**config.mk**
```make
export PLATFORM = sky130hd
export DESIGN_NAME = sfq_top
export DESIGN_NICKNAME = d
export VERILOG_FILES = /design/src/sfq_pkg.sv /design/src/sfq_top.sv
export SDC_FILE = /design/constraint.sdc
export NUM_CORES = 1
export LEC_CHECK = 0
export BUFFER_PORTS_ARGS = -buffer_cell sky130_fd_sc_hd__buf_2
export CORE_ASPECT_RATIO = 0.6
export CORE_MARGIN = 3
export CORE_UTILIZATION = 61
export DETAILED_ROUTE_END_ITERATION = 8
export PLACE_DENSITY = 0.81
export SYNTH_ARGS = -nofsm -noshare
export SYNTH_HDL_FRONTEND = slang
export SYNTH_HIERARCHICAL = 1
export SYNTH_SLANG_ARGS = --single-unit
```
**constraint.sdc**
```tcl
create_clock -name clk_i -period 5.3 [get_ports clk_i]
set_clock_uncertainty 0.15 [all_clocks]
set_input_delay 1.06 -clock clk_i [delete_from_list [all_inputs] [get_ports clk_i]]
set_output_delay 1.06 -clock clk_i [all_outputs]
set_load 0.01 [all_outputs]
```
**src/sfq_pkg.sv**
```systemverilog
// Constants shared by the serial frame qualifier
package sfq_pkg;

  // ----------------------------------------------------------------
  // Frame layout
  // ----------------------------------------------------------------
  localparam int unsigned FRAME_BITS   = 32;
  localparam int unsigned DIR_POS      = 31;
  localparam int unsigned ADDR_MSB     = 30;
  localparam int unsigned ADDR_LSB     = 23;
  localparam int unsigned ACODE_MSB    = 22;
  localparam int unsigned ACODE_LSB    = 20;
  localparam int unsigned DIN_MSB      = 19;
  localparam int unsigned DIN_LSB      = 4;
  localparam int unsigned DREP_POS     = 3;
  localparam int unsigned DCODE_MSB    = 2;
  localparam int unsigned DCODE_LSB    = 0;
  localparam logic [3:0]  READ_FILL    = 4'hf;

  // ----------------------------------------------------------------
  // Status field bit positions and check code
  // ----------------------------------------------------------------
  localparam int unsigned STAT_CRC     = 4;
  localparam int unsigned STAT_RW      = 3;
  localparam int unsigned STAT_TO      = 2;
  localparam int unsigned STAT_CLK     = 1;
  localparam int unsigned STAT_ALERT   = 0;
  localparam int unsigned FLAG_CRC     = 3;
  localparam int unsigned FLAG_RW      = 2;
  localparam int unsigned FLAG_TO      = 1;
  localparam int unsigned FLAG_CLK     = 0;
  localparam logic [3:0]  FLAGS_RESET  = 4'h0;
  // Implicit +1 notation; feedback taps are the low bits plus one
  localparam logic [3:0]  CODE_POLY    = 4'h5;
  localparam logic [2:0]  CODE_TAPS    = {CODE_POLY[1:0], 1'b1};

  // ----------------------------------------------------------------
  // Timing
  // ----------------------------------------------------------------
  localparam int unsigned CLK_MHZ      = 250;
  localparam int unsigned TIMEOUT_NS   = 100000;
  localparam int unsigned TIMEOUT_CYC  = TIMEOUT_NS * CLK_MHZ / 1000;
  localparam int unsigned FIFO_DEPTH   = 4;

endpackage

```
**src/sfq_top.sv**
```systemverilog
// Serial frame qualifier with its write command FIFO
`timescale 1ns/1ps

// ------------------------------------------------------------------
// Write command FIFO
// ------------------------------------------------------------------
module sfq_fifo #(
  parameter int unsigned WIDTH = 24,
  parameter int unsigned DEPTH = sfq_pkg::FIFO_DEPTH
) (
  input  wire logic             clk_i,
  input  wire logic             rst_n_i,
  input  wire logic             in_valid_i,
  output logic                  in_ready_o,
  input  wire logic [WIDTH-1:0] in_data_i,
  output logic                  out_valid_o,
  input  wire logic             out_ready_i,
  output logic      [WIDTH-1:0] out_data_o
);
  localparam int unsigned PW = (DEPTH > 1) ? $clog2(DEPTH) : 1;
  localparam int unsigned CW = $clog2(DEPTH + 1);

  generate
    if (DEPTH < 2 || (DEPTH & (DEPTH - 1)) != 0 || WIDTH < 1) begin : g_bad
      $error("sfq_fifo: depth must be a power of two of at least 2");
    end
  endgenerate

  typedef struct packed {
    logic [DEPTH-1:0][WIDTH-1:0] mem;
    logic [PW-1:0]               wp;
    logic [PW-1:0]               rp;
    logic [CW-1:0]               cnt;
  } sfq_fifo_st_t;

  sfq_fifo_st_t q;
  sfq_fifo_st_t d;
  logic         push;
  logic         pop;

  assign in_ready_o  = (q.cnt != CW'(DEPTH));
  assign out_valid_o = (q.cnt != '0);
  assign out_data_o  = q.mem[q.rp];
  assign push        = in_valid_i & in_ready_o;
  assign pop         = out_valid_o & out_ready_i;

  always_comb begin
    d = q;
    if (push) begin
      d.mem[q.wp] = in_data_i;
      d.wp        = q.wp + PW'(1);
    end
    if (pop) begin
      d.rp = q.rp + PW'(1);
    end
    if (push && !pop) begin
      d.cnt = q.cnt + CW'(1);
    end else if (pop && !push) begin
      d.cnt = q.cnt - CW'(1);
    end
  end

  always_ff @(posedge clk_i or negedge rst_n_i) begin
    if (!rst_n_i) begin
      q <= '0;
    end else begin
      q <= d;
    end
  end
endmodule

// ------------------------------------------------------------------
// Frame qualifier
// ------------------------------------------------------------------
module sfq_top #(
  parameter int unsigned TIMEOUT_CYCLES = sfq_pkg::TIMEOUT_CYC,
  parameter int unsigned FIFO_DEPTH     = sfq_pkg::FIFO_DEPTH
) (
  input  wire logic        clk_i,
  input  wire logic        rst_n_i,
  input  wire logic        chip_select_n_i,
  input  wire logic        sclk_i,
  input  wire logic        sdi_i,
  output logic             sdo_o,
  output logic             sdo_oe_o,
  input  wire logic        alert_i,
  input  wire logic [3:0]  err_clear_i,
  output logic      [3:0]  err_flags_o,
  output logic             packet_check_alert_o,
  output logic             interface_alert_o,
  output logic             serial_port_alert_o,
  output logic      [7:0]  rd_addr_o,
  output logic             rd_req_o,
  input  wire logic [15:0] rd_data_i,
  input  wire logic        rd_reserved_i,
  output logic             rd_commit_o,
  output logic             wr_valid_o,
  input  wire logic        wr_ready_i,
  output logic      [7:0]  wr_addr_o,
  output logic      [15:0] wr_data_o
);
  localparam int unsigned TW = $clog2(TIMEOUT_CYCLES + 1);

  generate
    if (TIMEOUT_CYCLES < 1) begin : g_bad
      $error("sfq_top: timeout must be at least one cycle");
    end
  endgenerate

  // ----------------------------------------------------------------
  // Frame state
  // ----------------------------------------------------------------
  typedef enum logic [1:0] {
    SFQ_IDLE  = 2'b01,
    SFQ_FRAME = 2'b10
  } sfq_state_t;

  typedef struct packed {
    sfq_state_t  state;
    logic        cs_s1;
    logic        cs_s2;
    logic        sclk_s1;
    logic        sclk_s2;
    logic        sclk_prev;
    logic        sdi_s1;
    logic        sdi_s2;
    logic [5:0]  cnt;
    logic        seen_rise;
    logic [31:0] rx;
    logic [4:0]  stat;
    logic [3:0]  flags;
    logic [TW-1:0] tmo;
    logic        rd_wait;
    logic [15:0] dout;
    logic        sdo;
    logic        sdo_oe;
    logic [7:0]  rd_addr;
    logic        rd_req;
    logic        rd_commit;
    logic        pca;
    logic        ifa;
    logic        spa;
  } sfq_st_t;

  sfq_st_t     q;
  sfq_st_t     d;
  logic        push_valid;
  logic        push_ready;
  logic [23:0] push_data;
  logic [23:0] pop_data;

  // ----------------------------------------------------------------
  // Check code
  // ----------------------------------------------------------------
  // MSB-first, all-zero start; leading zero pad leaves the remainder unchanged
  function automatic logic [2:0] sfq_code(input logic [15:0] bits);
    logic [2:0] rem;
    logic       fb;
    rem = 3'h0;
    for (int i = 15; i >= 0; i--) begin
      fb  = rem[2] ^ bits[i];
      rem = {rem[1:0], 1'b0} ^ (fb ? sfq_pkg::CODE_TAPS : 3'h0);
    end
    return rem;
  endfunction

  // ----------------------------------------------------------------
  // Field decode and qualification
  // ----------------------------------------------------------------
  logic        dir;
  logic [7:0]  addr;
  logic [15:0] din;
  logic        acode_ok;
  logic        dcode_ok;
  logic        dir_ok;
  logic        din_ok;
  logic        len_ok;
  logic        tmo_hit;
  logic        qualified;
  logic [31:0] out_word;
  logic        rise;
  logic        fall;
  logic [4:0]  rx_idx;
  logic [4:0]  tx_idx;

  assign dir      = q.rx[sfq_pkg::DIR_POS];
  assign addr     = q.rx[sfq_pkg::ADDR_MSB:sfq_pkg::ADDR_LSB];
  assign din      = q.rx[sfq_pkg::DIN_MSB:sfq_pkg::DIN_LSB];
  assign acode_ok = sfq_code({7'h0, dir, addr}) ==
                    q.rx[sfq_pkg::ACODE_MSB:sfq_pkg::ACODE_LSB];
  assign dcode_ok = sfq_code(din) ==
                    q.rx[sfq_pkg::DCODE_MSB:sfq_pkg::DCODE_LSB];
  assign dir_ok   = dir == q.rx[sfq_pkg::DREP_POS];
  assign din_ok   = !dir || (din == 16'h0);
  assign len_ok   = q.cnt == 6'(sfq_pkg::FRAME_BITS);
  assign tmo_hit  = q.tmo == TW'(TIMEOUT_CYCLES);
  assign qualified = len_ok && acode_ok && dcode_ok && dir_ok && din_ok && !tmo_hit;

  // ----------------------------------------------------------------
  // Output word
  // ----------------------------------------------------------------
  // Output frame is rebuilt each cycle; echo fields are sent well after arrival
  always_comb begin
    if (dir) begin
      out_word = {q.stat, sfq_code({11'h0, q.stat}), sfq_pkg::READ_FILL, q.dout,
                  acode_ok, sfq_code(q.dout)};
    end else begin
      out_word = {q.stat, sfq_code({11'h0, q.stat}), addr, din};
    end
  end

  // ----------------------------------------------------------------
  // Link edges and frame sequencing
  // ----------------------------------------------------------------
  assign rise   = q.sclk_s2 & ~q.sclk_prev;
  assign fall   = ~q.sclk_s2 & q.sclk_prev;
  assign rx_idx = 5'(5'h1f - q.cnt[4:0]);
  assign tx_idx = 5'(5'h1f - q.cnt[4:0]);

  always_comb begin
    d           = q;
    d.cs_s1     = chip_select_n_i;
    d.cs_s2     = q.cs_s1;
    d.sclk_s1   = sclk_i;
    d.sclk_s2   = q.sclk_s1;
    d.sclk_prev = q.sclk_s2;
    d.sdi_s1    = sdi_i;
    d.sdi_s2    = q.sdi_s1;
    d.rd_req    = 1'b0;
    d.rd_commit = 1'b0;
    d.pca       = 1'b0;
    d.ifa       = 1'b0;
    d.spa       = 1'b0;
    push_valid  = 1'b0;
    d.flags     = q.flags & ~err_clear_i;
    case (q.state)
      SFQ_IDLE: begin
        d.sdo_oe = 1'b0;
        d.sdo    = 1'b0;
        if (!q.cs_s2) begin
          d.state     = SFQ_FRAME;
          d.cnt       = 6'h0;
          d.seen_rise = 1'b0;
          d.rx        = 32'h0;
          d.tmo       = '0;
          d.dout      = 16'h0;
          d.rd_wait   = 1'b0;
          // Status snapshot taken at frame start, reported in every frame
          d.stat      = {q.flags, alert_i};
          d.sdo_oe    = 1'b1;
          d.sdo       = q.flags[sfq_pkg::FLAG_CRC];
        end
      end
      SFQ_FRAME: begin
        if (!tmo_hit) begin
          d.tmo = q.tmo + TW'(1);
        end
        if (rise) begin
          d.seen_rise = 1'b1;
          if (q.cnt < 6'(sfq_pkg::FRAME_BITS)) begin
            d.rx[rx_idx] = q.sdi_s2;
          end
          // Excess bits are dropped; count saturates one past a full frame
          if (q.cnt <= 6'(sfq_pkg::FRAME_BITS)) begin
            d.cnt = q.cnt + 6'h1;
          end
        end
        // Modes 0 and 3: ignore a leading fall before the first rise
        if (fall && q.seen_rise) begin
          if (q.cnt < 6'(sfq_pkg::FRAME_BITS)) begin
            d.sdo = out_word[tx_idx];
          end else begin
            d.sdo = 1'b0;
          end
        end
        // Address complete after nine bits: fetch read data early
        if (rise && q.cnt == 6'h8) begin
          d.rd_addr = {q.rx[30:24], q.sdi_s2};
          d.rd_req  = 1'b1;
          d.rd_wait = 1'b1;
        end
        if (q.rd_wait && !q.rd_req) begin
          d.rd_wait = 1'b0;
          d.dout    = rd_reserved_i ? 16'h0 : rd_data_i;
        end
        if (q.cs_s2) begin
          d.state  = SFQ_IDLE;
          d.sdo_oe = 1'b0;
          d.sdo    = 1'b0;
          if (qualified) begin
            if (dir) begin
              d.rd_commit = 1'b1;
            end else begin
              push_valid = 1'b1;
              // Full command queue counts as a failed internal transfer
              if (!push_ready) begin
                d.flags[sfq_pkg::FLAG_CLK] = 1'b1;
                d.ifa = 1'b1;
                d.spa = 1'b1;
              end
            end
          end else begin
            if (!len_ok) begin
              d.flags[sfq_pkg::FLAG_CLK] = 1'b1;
              d.ifa = 1'b1;
              d.spa = 1'b1;
            end else begin
              if (!acode_ok || !dcode_ok) begin
                d.flags[sfq_pkg::FLAG_CRC] = 1'b1;
                d.pca = 1'b1;
              end
              if (!dir_ok || !din_ok) begin
                d.flags[sfq_pkg::FLAG_RW] = 1'b1;
                d.ifa = 1'b1;
                d.spa = 1'b1;
              end
            end
            if (tmo_hit) begin
              d.flags[sfq_pkg::FLAG_TO] = 1'b1;
              d.ifa = 1'b1;
              d.spa = 1'b1;
            end
          end
        end
      end
      default: begin
        d.state = SFQ_IDLE;
      end
    endcase
  end

  // ----------------------------------------------------------------
  // State register and command queue
  // ----------------------------------------------------------------
  assign push_data = {addr, din};

  always_ff @(posedge clk_i or negedge rst_n_i) begin
    if (!rst_n_i) begin
      q         <= '0;
      q.state   <= SFQ_IDLE;
      q.cs_s1   <= 1'b1;
      q.cs_s2   <= 1'b1;
      q.flags   <= sfq_pkg::FLAGS_RESET;
    end else begin
      q <= d;
    end
  end

  sfq_fifo #(
    .WIDTH (24),
    .DEPTH (FIFO_DEPTH)
  ) u_fifo (
    .clk_i       (clk_i),
    .rst_n_i     (rst_n_i),
    .in_valid_i  (push_valid),
    .in_ready_o  (push_ready),
    .in_data_i   (push_data),
    .out_valid_o (wr_valid_o),
    .out_ready_i (wr_ready_i),
    .out_data_o  (pop_data)
  );

  // ----------------------------------------------------------------
  // Outputs
  // ----------------------------------------------------------------
  assign wr_addr_o            = pop_data[23:16];
  assign wr_data_o            = pop_data[15:0];
  assign sdo_o                = q.sdo;
  assign sdo_oe_o             = q.sdo_oe;
  assign err_flags_o          = q.flags;
  assign packet_check_alert_o = q.pca;
  assign interface_alert_o    = q.ifa;
  assign serial_port_alert_o  = q.spa;
  assign rd_addr_o            = q.rd_addr;
  assign rd_req_o             = q.rd_req;
  assign rd_commit_o          = q.rd_commit;
endmodule

```
# == Word level (Yosys, flattened, before mapping) ==
# Index checks and enable logic that the tools add are counted.
# word_totals
register_bits,207
inputBits,28
out_inout_bits,44
wordCells,300
# classes
n_addsub,7
n_lt_le_gt_ge,7
n_eq_ne,18
mux,105
n_bitwise,93
reduce_logical,39
# op_table
cell,count
$xor 3x2->3,42
$mux 2,56
$bwmux 96,1
$pmux 39 s2,1
$mux 24,3
$pmux 34 s2,1
$bmux 24 s2,1
$demux 24 s2,1
$mux 44,1
$mux 39,1
$xor 1x1->1,38
$mux 34,1
$bwmux 32,1
$mux 32,1
$mux 1,22
$mux 17,1
$logic_not 16->1,1
$mux 16,1
$add 15x1->15 const B,1
$eq 15x15->1 const B,1
$mux 15,1
$ne 2x2->1 const B,7
$logic_and 1x1->1,12
$mux 4,3
36 further kinds,70

# == Longest topological paths before layout ==
# Gate-level depths: netlist of the first run.
# logic_depth
ltp_word,58
mapped_depth,18
depth_no_buf,16

# == Hierarchy ==
# Netlist of the first run, hierarchy kept.
# by_module_without_submodules
mod,n_inst,cells_each,area_per_inst_um2,seq_area_each_um2
sfq_top,1,552,5758.0,2581.2
sfq_fifo,1,269,4583.1,2577.5

# == Worst setup path before layout of the first run ==
# OpenSTA, ideal clock, no wires.
# synth_timing
kind,reg2reg
startpoint,"reg q, in the netlist dir"
endpoint,reg u_fifo/q[2] (netlist name)
setup_ps,79
t_arrival_ps,3999
required_ps,5071
path_slack_ps,1072
stages_incl_launch_ff,19
n_path_buf,2
period_less_slack_ps,4228
path_cell_list,dfrtp_1 buf_6 buf_6 inv_1 ha_1 xor3_1 xor2_1 nor3_1 a31oi_1 o32ai_2 nand3_1 nor4_1 and2b_2 ha_1 inv_1 fa_1 xor2_1 nor2_1 xor2_1
# synth_via
elab_chain_cells,30
word_cells_on_any_way,42
cone_classes,eq/ne (2); mux (13); bitwise (16); reduce/logical (11)
# synth_lines
element,line,rtl
start: declaration,sfq_top.sv:145,sfq_st_t q;
$mux 2,sfq_top.sv:162,"rem = {rem[1:0], 1'b0} ^ (fb ? sfq_pkg::CODE_TAPS : 3'h0);"
$xor 3x2->3,sfq_top.sv:162,
$xor 1x1->1,sfq_top.sv:161,fb = rem[2] ^ bits[i];
$mux 2,sfq_top.sv:162,
$xor 3x2->3 (2 in series),sfq_top.sv:162,
$xor 1x1->1,sfq_top.sv:161,
$mux 2,sfq_top.sv:162,
$xor 3x2->3 (2 in series),sfq_top.sv:162,
[... 14 more ...],n/a,
$mux 1 (*),sfq_top.sv:286,if (q.cs_s2) begin
$mux 1 (*),sfq_top.sv:236,case (q.state)
net push_valid,sfq_top.sv:147,logic push_valid;
$and 1x1->1 (*),sfq_top.sv:44,assign push = in_valid_i & in_ready_o;
net u_fifo.push,sfq_top.sv:38,logic push;
$logic_not 1->1,sfq_top.sv:58,end else if (pop && !push) begin
$logic_and 1x1->1,sfq_top.sv:58,
$reduce_bool 2->1 (no source line),n/a,
end signal: assignment,sfq_top.sv:65,q <= '0;
end signal: assignment,sfq_top.sv:67,q <= d;
end: declaration,sfq_top.sv:36,sfq_fifo_st_t q;
# The timed path passes the listed nets; every way through them passes the cells marked *.
# A chain may end at the register's enable or synchronous reset.

# == Final worst setup path of the first run ==
# Ends and elaborated chain as after synthesis.

==> metrics.txt, run 1 <==
status complete, no violations; reg2reg start dir; TritonCTS clock tree built; Commonest cells post-synth dfrtp_1 (203), mux2_2 (107), nand2_1 (48); drt total wl 23.7 mm; dominant synthesized flop cell dfrtp_1; pwr dens 284 mW/mm²; Pre-antenna DRT Iters 5; final hold viol count 0; Vias/cell 6.23; Synth area leader dfrtp_1; hold path startpoint d[95]; Final Setup Violations 0; worst r2r path cells 16; initial DRC count 766; WS Path Type reg2reg; sequential element share of the synthesized area 49.9%; Worst EP required 5.55 ns; vias in the first global route 6838; Post-CTS Resized 0; DPL Wire Length 16.0 mm; Rel. slew slack 28.4%; hold crit path type reg2reg; multi-input logic area 0.00474 mm²; number of synthesized register bits 206; Finished Layout Cells 1116; CTS Hold Buffers Added 0; total setup buffers inserted after CTS 0; minimum clock period 4.63 ns; port bufs 71; EDFF count, synth 0; Die Span Y 107 µm; Distinct cells, synth 70; vias after detailed routing 6950; initial antenna violation count 0; hold depth 0; Post-Syn Instances 821; WHS 0.202 ns; startpoint types flop; Slew Limit Fails 0; Worst Setup Slack, final 0.666 ns; critical path endpoint category flop; final period utilization 87.4%; clk buf depth 3; design area 0.0114 mm²; Synth async-reset ratio 100%; initial core utilization 63.1%; most numerous cell in the Yosys netlist dfrtp_1; Leakage 5.35 nW; average wire per standard cell 21.2 µm; drt drc 0; layout cell share with drive strength beyond 1 31.5%; fmax 0.216 GHz; Rows 36; Seq. cell area 0.00516 mm²; die width 174 µm; post-synthesis area per instance 12.6 µm²; Synth area leaders dfrtp_1 (49%), mux2_2 (12%), mux4_2 (7.0%), xnor2_1 (3.9%), xor2_1 (2.2%); Post-Syn Nets 864; crit path from dir; Max FO, Critical Path 6; CP arrival 4.89 ns; GPL Wtd Cong 0.927; Global Route Usage Sum 25.9%; fill cell total of the finished layout 1188; worst-margin pin slew 1.07 ns; Sink Count 206; Synth Cell Area 0.0103 mm²; TritonCTS buffer count 20; pre-CTS setup slack 0.762 ns; Die ar. 0.0186 mm²; Worst VDD drop 242 µV; largest net degree at the start of global routing 132; global route overflow 0; CTS clock-pin slew for the worst setup and hold paths 0.06 ns; H-tree depth 1; total power 3.26 mW; nets 917; Post-Route Setup TNS 0 ns; top cell type's share of synthesized area 49.1%; Final ANT Viol Nets 0; placed instance area 0.0108 mm²; Max Cap Viol 0; worst skew pair latency 0.50 ns; Clock Root Buffer clkbuf_16; core footprint 0.0164 mm²; ant diodes 0; area delta synth->final 10.7%; RSZ-0062 raised after global routing no; placed insts 1080; global-route wire length before repair 38.0 mm; Synth Warn # 6; final core occ 69.8%; IO Pins 72
## power by group
| group | leakage, nW | switching, mW | internal, mW | total, mW |
|---|---|---|---|---|
| Clock | 0.338 | 0.603 | 0.858 | 1.46 |
| Combinational | 2.16 | 0.128 | 0.0581 | 0.186 |
| Sequential | 2.85 | 0.0177 | 1.59 | 1.61 |
## path summary, 6_finish.rpt
kind	slack [ns]	endpoint
hold reg to reg	0.20	q[95]
setup / recovery	0.67	u_fifo/q[2]
min in group asynchronous	0.56	u_fifo/q[27]
setup reg to reg	0.67	u_fifo/q[2]
max in group asynchronous	3.48	q[102]
hold / removal	0.20	q[95]
## critical path: stages (launching register included)
cell	delay (ns)
dfrtp_1	0.39
inv_1	0.25
ha_1	0.35
xor3_1	0.43
xor2_1	0.19
nor3_1	0.20
a31oi_1	0.07
o32ai_2	0.33
nand3_1	0.18
nor4_1	0.68
and2b_2	0.31
ha_1	0.19
inv_1	0.06
fa_1	0.37
xor2_1	0.15
nor2_1	0.11
xor2_1	0.17
## state kept, by name (all words and copies together) (netlist names)
register              cells
u_fifo/q                103
q                        56
din                      16
addr                      8
rd_addr_o                 8
d                         4
err_flags_o               4
dir                       1
interface_alert_o         1
packet_check_alert_o      1
rd_commit_o               1
rd_req_o                  1
sdo_o                     1
sdo_oe_o                  1
## layout by cell type (no fill, tap or decap), types with 4 or more instances in the layout
cell type / count
buf_4: 13
nor4_1: 7
clkbuf_8: 7
nor3b_1: 4
nor3_1: 4
clkbuf_16: 21
xnor2_1: 46
inv_1: 24
nand2_1: 48
a21oi_1: 7
ha_1: 14
mux2_2: 107
xor2_1: 26
nor2_2: 4
nand4_1: 7
and3_1: 5
nand3_1: 22
o22ai_1: 4
clkinv_2: 4
o31ai_1: 5
nor2_1: 38
o211ai_1: 28
mux4_2: 32
buf_2: 70
o21ai_0: 39
mux2i_1: 10
dfrtp_1: 203
a22o_1: 16
## cell families after synthesis
logic type | after synthesis | share of synthesized area, %
compound gates | 124 | 8.45
flops | 206 | 49.9
mux | 150 | 19.8
xor+xnor | 77 | 7.16
fa+ha+maj | 15 | 1.89
buf+inv | 79 | 4.25
simple gates | 170 | 8.53
## per-layer routing
layer / track usage, % / vias up / wire length, µm
met2: 37.6 / 327 / 10400
met1: 40.4 / 3505 / 10900
met5: 0 / - / 0
met4: 5.79 / 0 / 331
met3: 5.27 / 30 / 2030
li1: - / 3088 / -
## cell type report
type                            count  share of cell area, %
Multi-Input combinational cell    536                   41.4
Inverter                           25                  0.820
Clock inverter                      7                  0.579
Clock buffer                       29                   5.38
Tap cell                          228                   2.49
Timing Repair Buffer               85                   4.21
Sequential cell                   206                   45.1
Note: power is estimated with default switching activity, not from simulation.
==> run 2: changes to the inputs <==
--- a/config.mk
+++ b/config.mk
@@ -7,11 +7,10 @@
 export LEC_CHECK = 0
 export BUFFER_PORTS_ARGS = -buffer_cell sky130_fd_sc_hd__buf_2
 export CORE_ASPECT_RATIO = 0.6
-export CORE_MARGIN = 3
 export CORE_UTILIZATION = 61
+export CTS_CLUSTER_SIZE = 25
 export DETAILED_ROUTE_END_ITERATION = 8
 export PLACE_DENSITY = 0.81
 export SYNTH_ARGS = -nofsm -noshare
 export SYNTH_HDL_FRONTEND = slang
-export SYNTH_HIERARCHICAL = 1
 export SYNTH_SLANG_ARGS = --single-unit
==> run 2 against run 1 <==
  * Critical path depth decreased by 3
  * Clock-buffer cell count is the same
  * Sequential cell count stayed put
  * First-iteration DRC count shrank 12%
  * Worst setup slack improved by 0.68 ns
  * Utilization decreased by 1.5 points
  * Total power shrank 2.0%
==> metrics.txt, run 2 <==
critical path endpoint category flop; CP arrival 4.21 ns (-0.68 ns); die width 175 µm (+0.26%); Reg-to-Reg End u_fifo.q[2]; Vias/cell 6.25 (+0.36%); nets 951 (+3.7%); met3 Usage GRT 5.27% (-0.0055 points); area delta synth->final 8.53%; reg2reg start addr[7]; Max Cap Viol 0 (unchanged); met1 usage 44.5% (+4.1 points); DPL Wire Length 16.3 mm (+2.1%); minimum clock period 3.95 ns (-0.685 ns); TritonCTS clock tree built; simple-gate portion of the synthesized area 8.64% (+0.11 points); gr busiest metal met1; largest net degree at the start of global routing 113 (-14%); R2R setup slack 1.35 ns (+0.68 ns); post-synthesis compound-gate area fraction 9.66% (+1.2 points); Post-Synth XOR/XNOR Area 6.68% (-0.48 points); Distinct cells, synth 64 (-8.6%); EDFF count, synth 0 (unchanged); final hold viol count 0 (unchanged); WS Path Type reg2reg; main combinational cell family by area after synthesis multiplexers; Buffers & Inverters on Critical Path 2 (unchanged); Leakage 5.79 nW (+8.2%); initial core utilization 62.9% (-0.14 points); Worst VDD drop 233 µV (-3.5%); Slew Limit Fails 0 (unchanged); crit-path cells inv_1 -> ha_1 -> xor3_1 -> or3_1 -> a211oi_1 -> a311o_2 -> and4bb_2 -> ha_1 -> inv_1 -> fa_1 -> xor2_1 -> nor2_1 -> xor2_1; post-synthesis area per instance 12.3 µm² (-2.1%); Sink Count 206 (unchanged); Rows 37 (+2.8%); Synth Area in Adders 1.79% (-0.096 points); Rel. slew slack 18.8% (-9.6 points); total power 3.19 mW (-2.0%); commonest non-fill, non-tap cell in the layout dfrtp_1; max FFs per register 103 (unchanged); CP delay by family, top adder cells; register with the most flip-flops u_fifo.q; global route overflow 0 (unchanged); total setup buffers inserted after CTS 0 (unchanged); drt drc 0 (unchanged); final period utilization 74.5% (-13 points); clk buf depth 3 (unchanged); Crit path largest cell delay 0.48 ns (-0.20 ns); top cell type's share of synthesized area 46.6% (-2.5 points); initial DRC count 677 (-12%); Max FO, Critical Path 8 (+2); Worst EP required 5.56 ns (about the same); hold path startpoint d[98]; worst r2r path cells 13 (-3); Post-Route Setup TNS 0 ns (unchanged); Synth async-reset ratio 100% (unchanged); Pre-antenna DRT Iters 5 (unchanged); most numerous cell in the Yosys netlist dfrtp_1; met2 GRT Util 38.7% (+1.1 points); core footprint 0.0173 mm² (+5.6%); dominant synthesized flop cell dfrtp_1; TritonCTS buffer count 19 (-5.0%); hold crit path type reg2reg; Die ar. 0.0184 mm² (-1.0%); Post-CTS Resized 0 (unchanged); RSZ-0062 raised after global routing no; Die Span Y 106 µm (-1.2%); Post-Syn Nets 927 (+7.3%); Synth area leaders dfrtp_1 (47%), mux2_4 (11%), mux4_2 (6.2%), o21ai_0 (3.4%), xnor2_1 (2.8%); Commonest cells post-synth dfrtp_1 (203), mux2_4 (80), o21ai_0 (73); CTS clock-pin slew for the worst setup and hold paths 0.07 ns (about the same); global-route wire length before repair 40.0 mm (+5.3%); Finished Layout Cells 1151 (+3.1%); startpoint types flop; GPL Wtd Cong 0.951 (+2.6%); layout cell share with drive strength beyond 1 28.5% (-3.1 points); port bufs 71 (unchanged); Post-Syn Instances 884 (+7.7%); WHS 0.196 ns (-0.00629 ns); Final Setup Violations 0 (unchanged); slowest stage cell, crit path dfrtp_1; drt total wl 24.7 mm (+4.2%); initial antenna violation count 0 (unchanged); Synth Cell Area 0.0109 mm² (+5.4%); Synth Warn # 0 (-6); vias after detailed routing 7194 (+3.5%); placed insts 1121 (+3.8%); IO Pins 72 (unchanged); Final ANT Viol Nets 0 (unchanged); vias in the first global route 7287 (+6.6%); post-synthesis mux area share 21.0% (+1.2 points); pwr dens 270 mW/mm² (-5.1%); ant diodes 0 (unchanged); worst-margin pin slew 1.21 ns (+0.139 ns); WHS Endpoint d[97]; hold depth 0 (unchanged); worst skew pair latency 0.49 ns (about the same); status complete, no violations; Synth area leader dfrtp_1; Global Route Usage Sum 27.7% (+1.9 points); H-tree depth 1 (unchanged); average wire per standard cell 21.5 µm (+0.99%); number of synthesized register bits 206 (unchanged); fmax 0.253 GHz (+17%); CTS Hold Buffers Added 0 (unchanged); Clock Root Buffer clkbuf_16; most frequent cells in the layout dfrtp_1 (203), mux2_4 (80), o21ai_0 (73); sequential element share of the synthesized area 47.3% (-2.5 points)
run 2: report_power, final:
part	switching, mW	internal [mW]
Clock	0.581	0.763
Combinational	0.161	0.0765
Sequential	0.0192	1.59
run 2: final cells by class:
class	count	area (µm²)
well taps	234	293
inverters	28	105
fillers	1276	5490
clock inverters	1	30.0
clock buffers	29	553
multi-input cells	570	5220
flip-flops and latches	206	5160
repair buffers	83	467
run 2: cell families (layout without fill, tap and decap cells):
family / Yosys count / after routing
DFF: 206 / 206
and+or+nand+nor: 171 / 171
AOI/OAI and AO/OA: 169 / 169
muxes: 148 / 148
adders and majority gates: 15 / 15
buffers and inverters: 108 / 141
xor gates and xnor gates: 67 / 67
run 2: worst reg2reg max path, stage by stage, from the launching register on:
cell,delay (ns)
dfrtp_1,0.48
inv_1,0.08
ha_1,0.31
xor3_1,0.49
or3_1,0.37
a211oi_1,0.26
a311o_2,0.34
and4bb_2,0.33
ha_1,0.19
inv_1,0.06
fa_1,0.37
xor2_1,0.17
nor2_1,0.12
xor2_1,0.15
run 2: stage by stage:
stage | cell area [µm²] | worst slack, ns | utilization (%)
floorplan | 10900 | 1.50 | -
global placement | 11200 | 1.53 | 64.9
detailed placement | 11200 | 1.39 | 64.9
CTS | 11800 | 1.35 | 68.3
global route | 11800 | 1.09 | 68.3
finish | 11800 | 1.35 | 68.3
run 2: routing by layer:
| layer | vias up | part of all wire [%] |
|---|---|---|
| li1 | 3199 | - |
| met1 | 3647 | 49 |
| met2 | 301 | 42 |
| met3 | 47 | 6.9 |
| met4 | 0 | 1.7 |
| met5 | - | 0 |
run 2: worst max path at each step:
stage	from	end	slack (ns)	cells after the start
after global routing	addr[7]	u_fifo.q[2]	1.09	13
final	addr[7]	u_fifo.q[2]	1.35	13
after detailed placement	addr[7]	u_fifo.q[2]	1.39	13
after CTS	addr[7]	u_fifo.q[2]	1.35	13
after floorplan	dir	u_fifo.q[2]	1.50	15
after global placement	addr[7]	u_fifo.q[2]	1.53	13
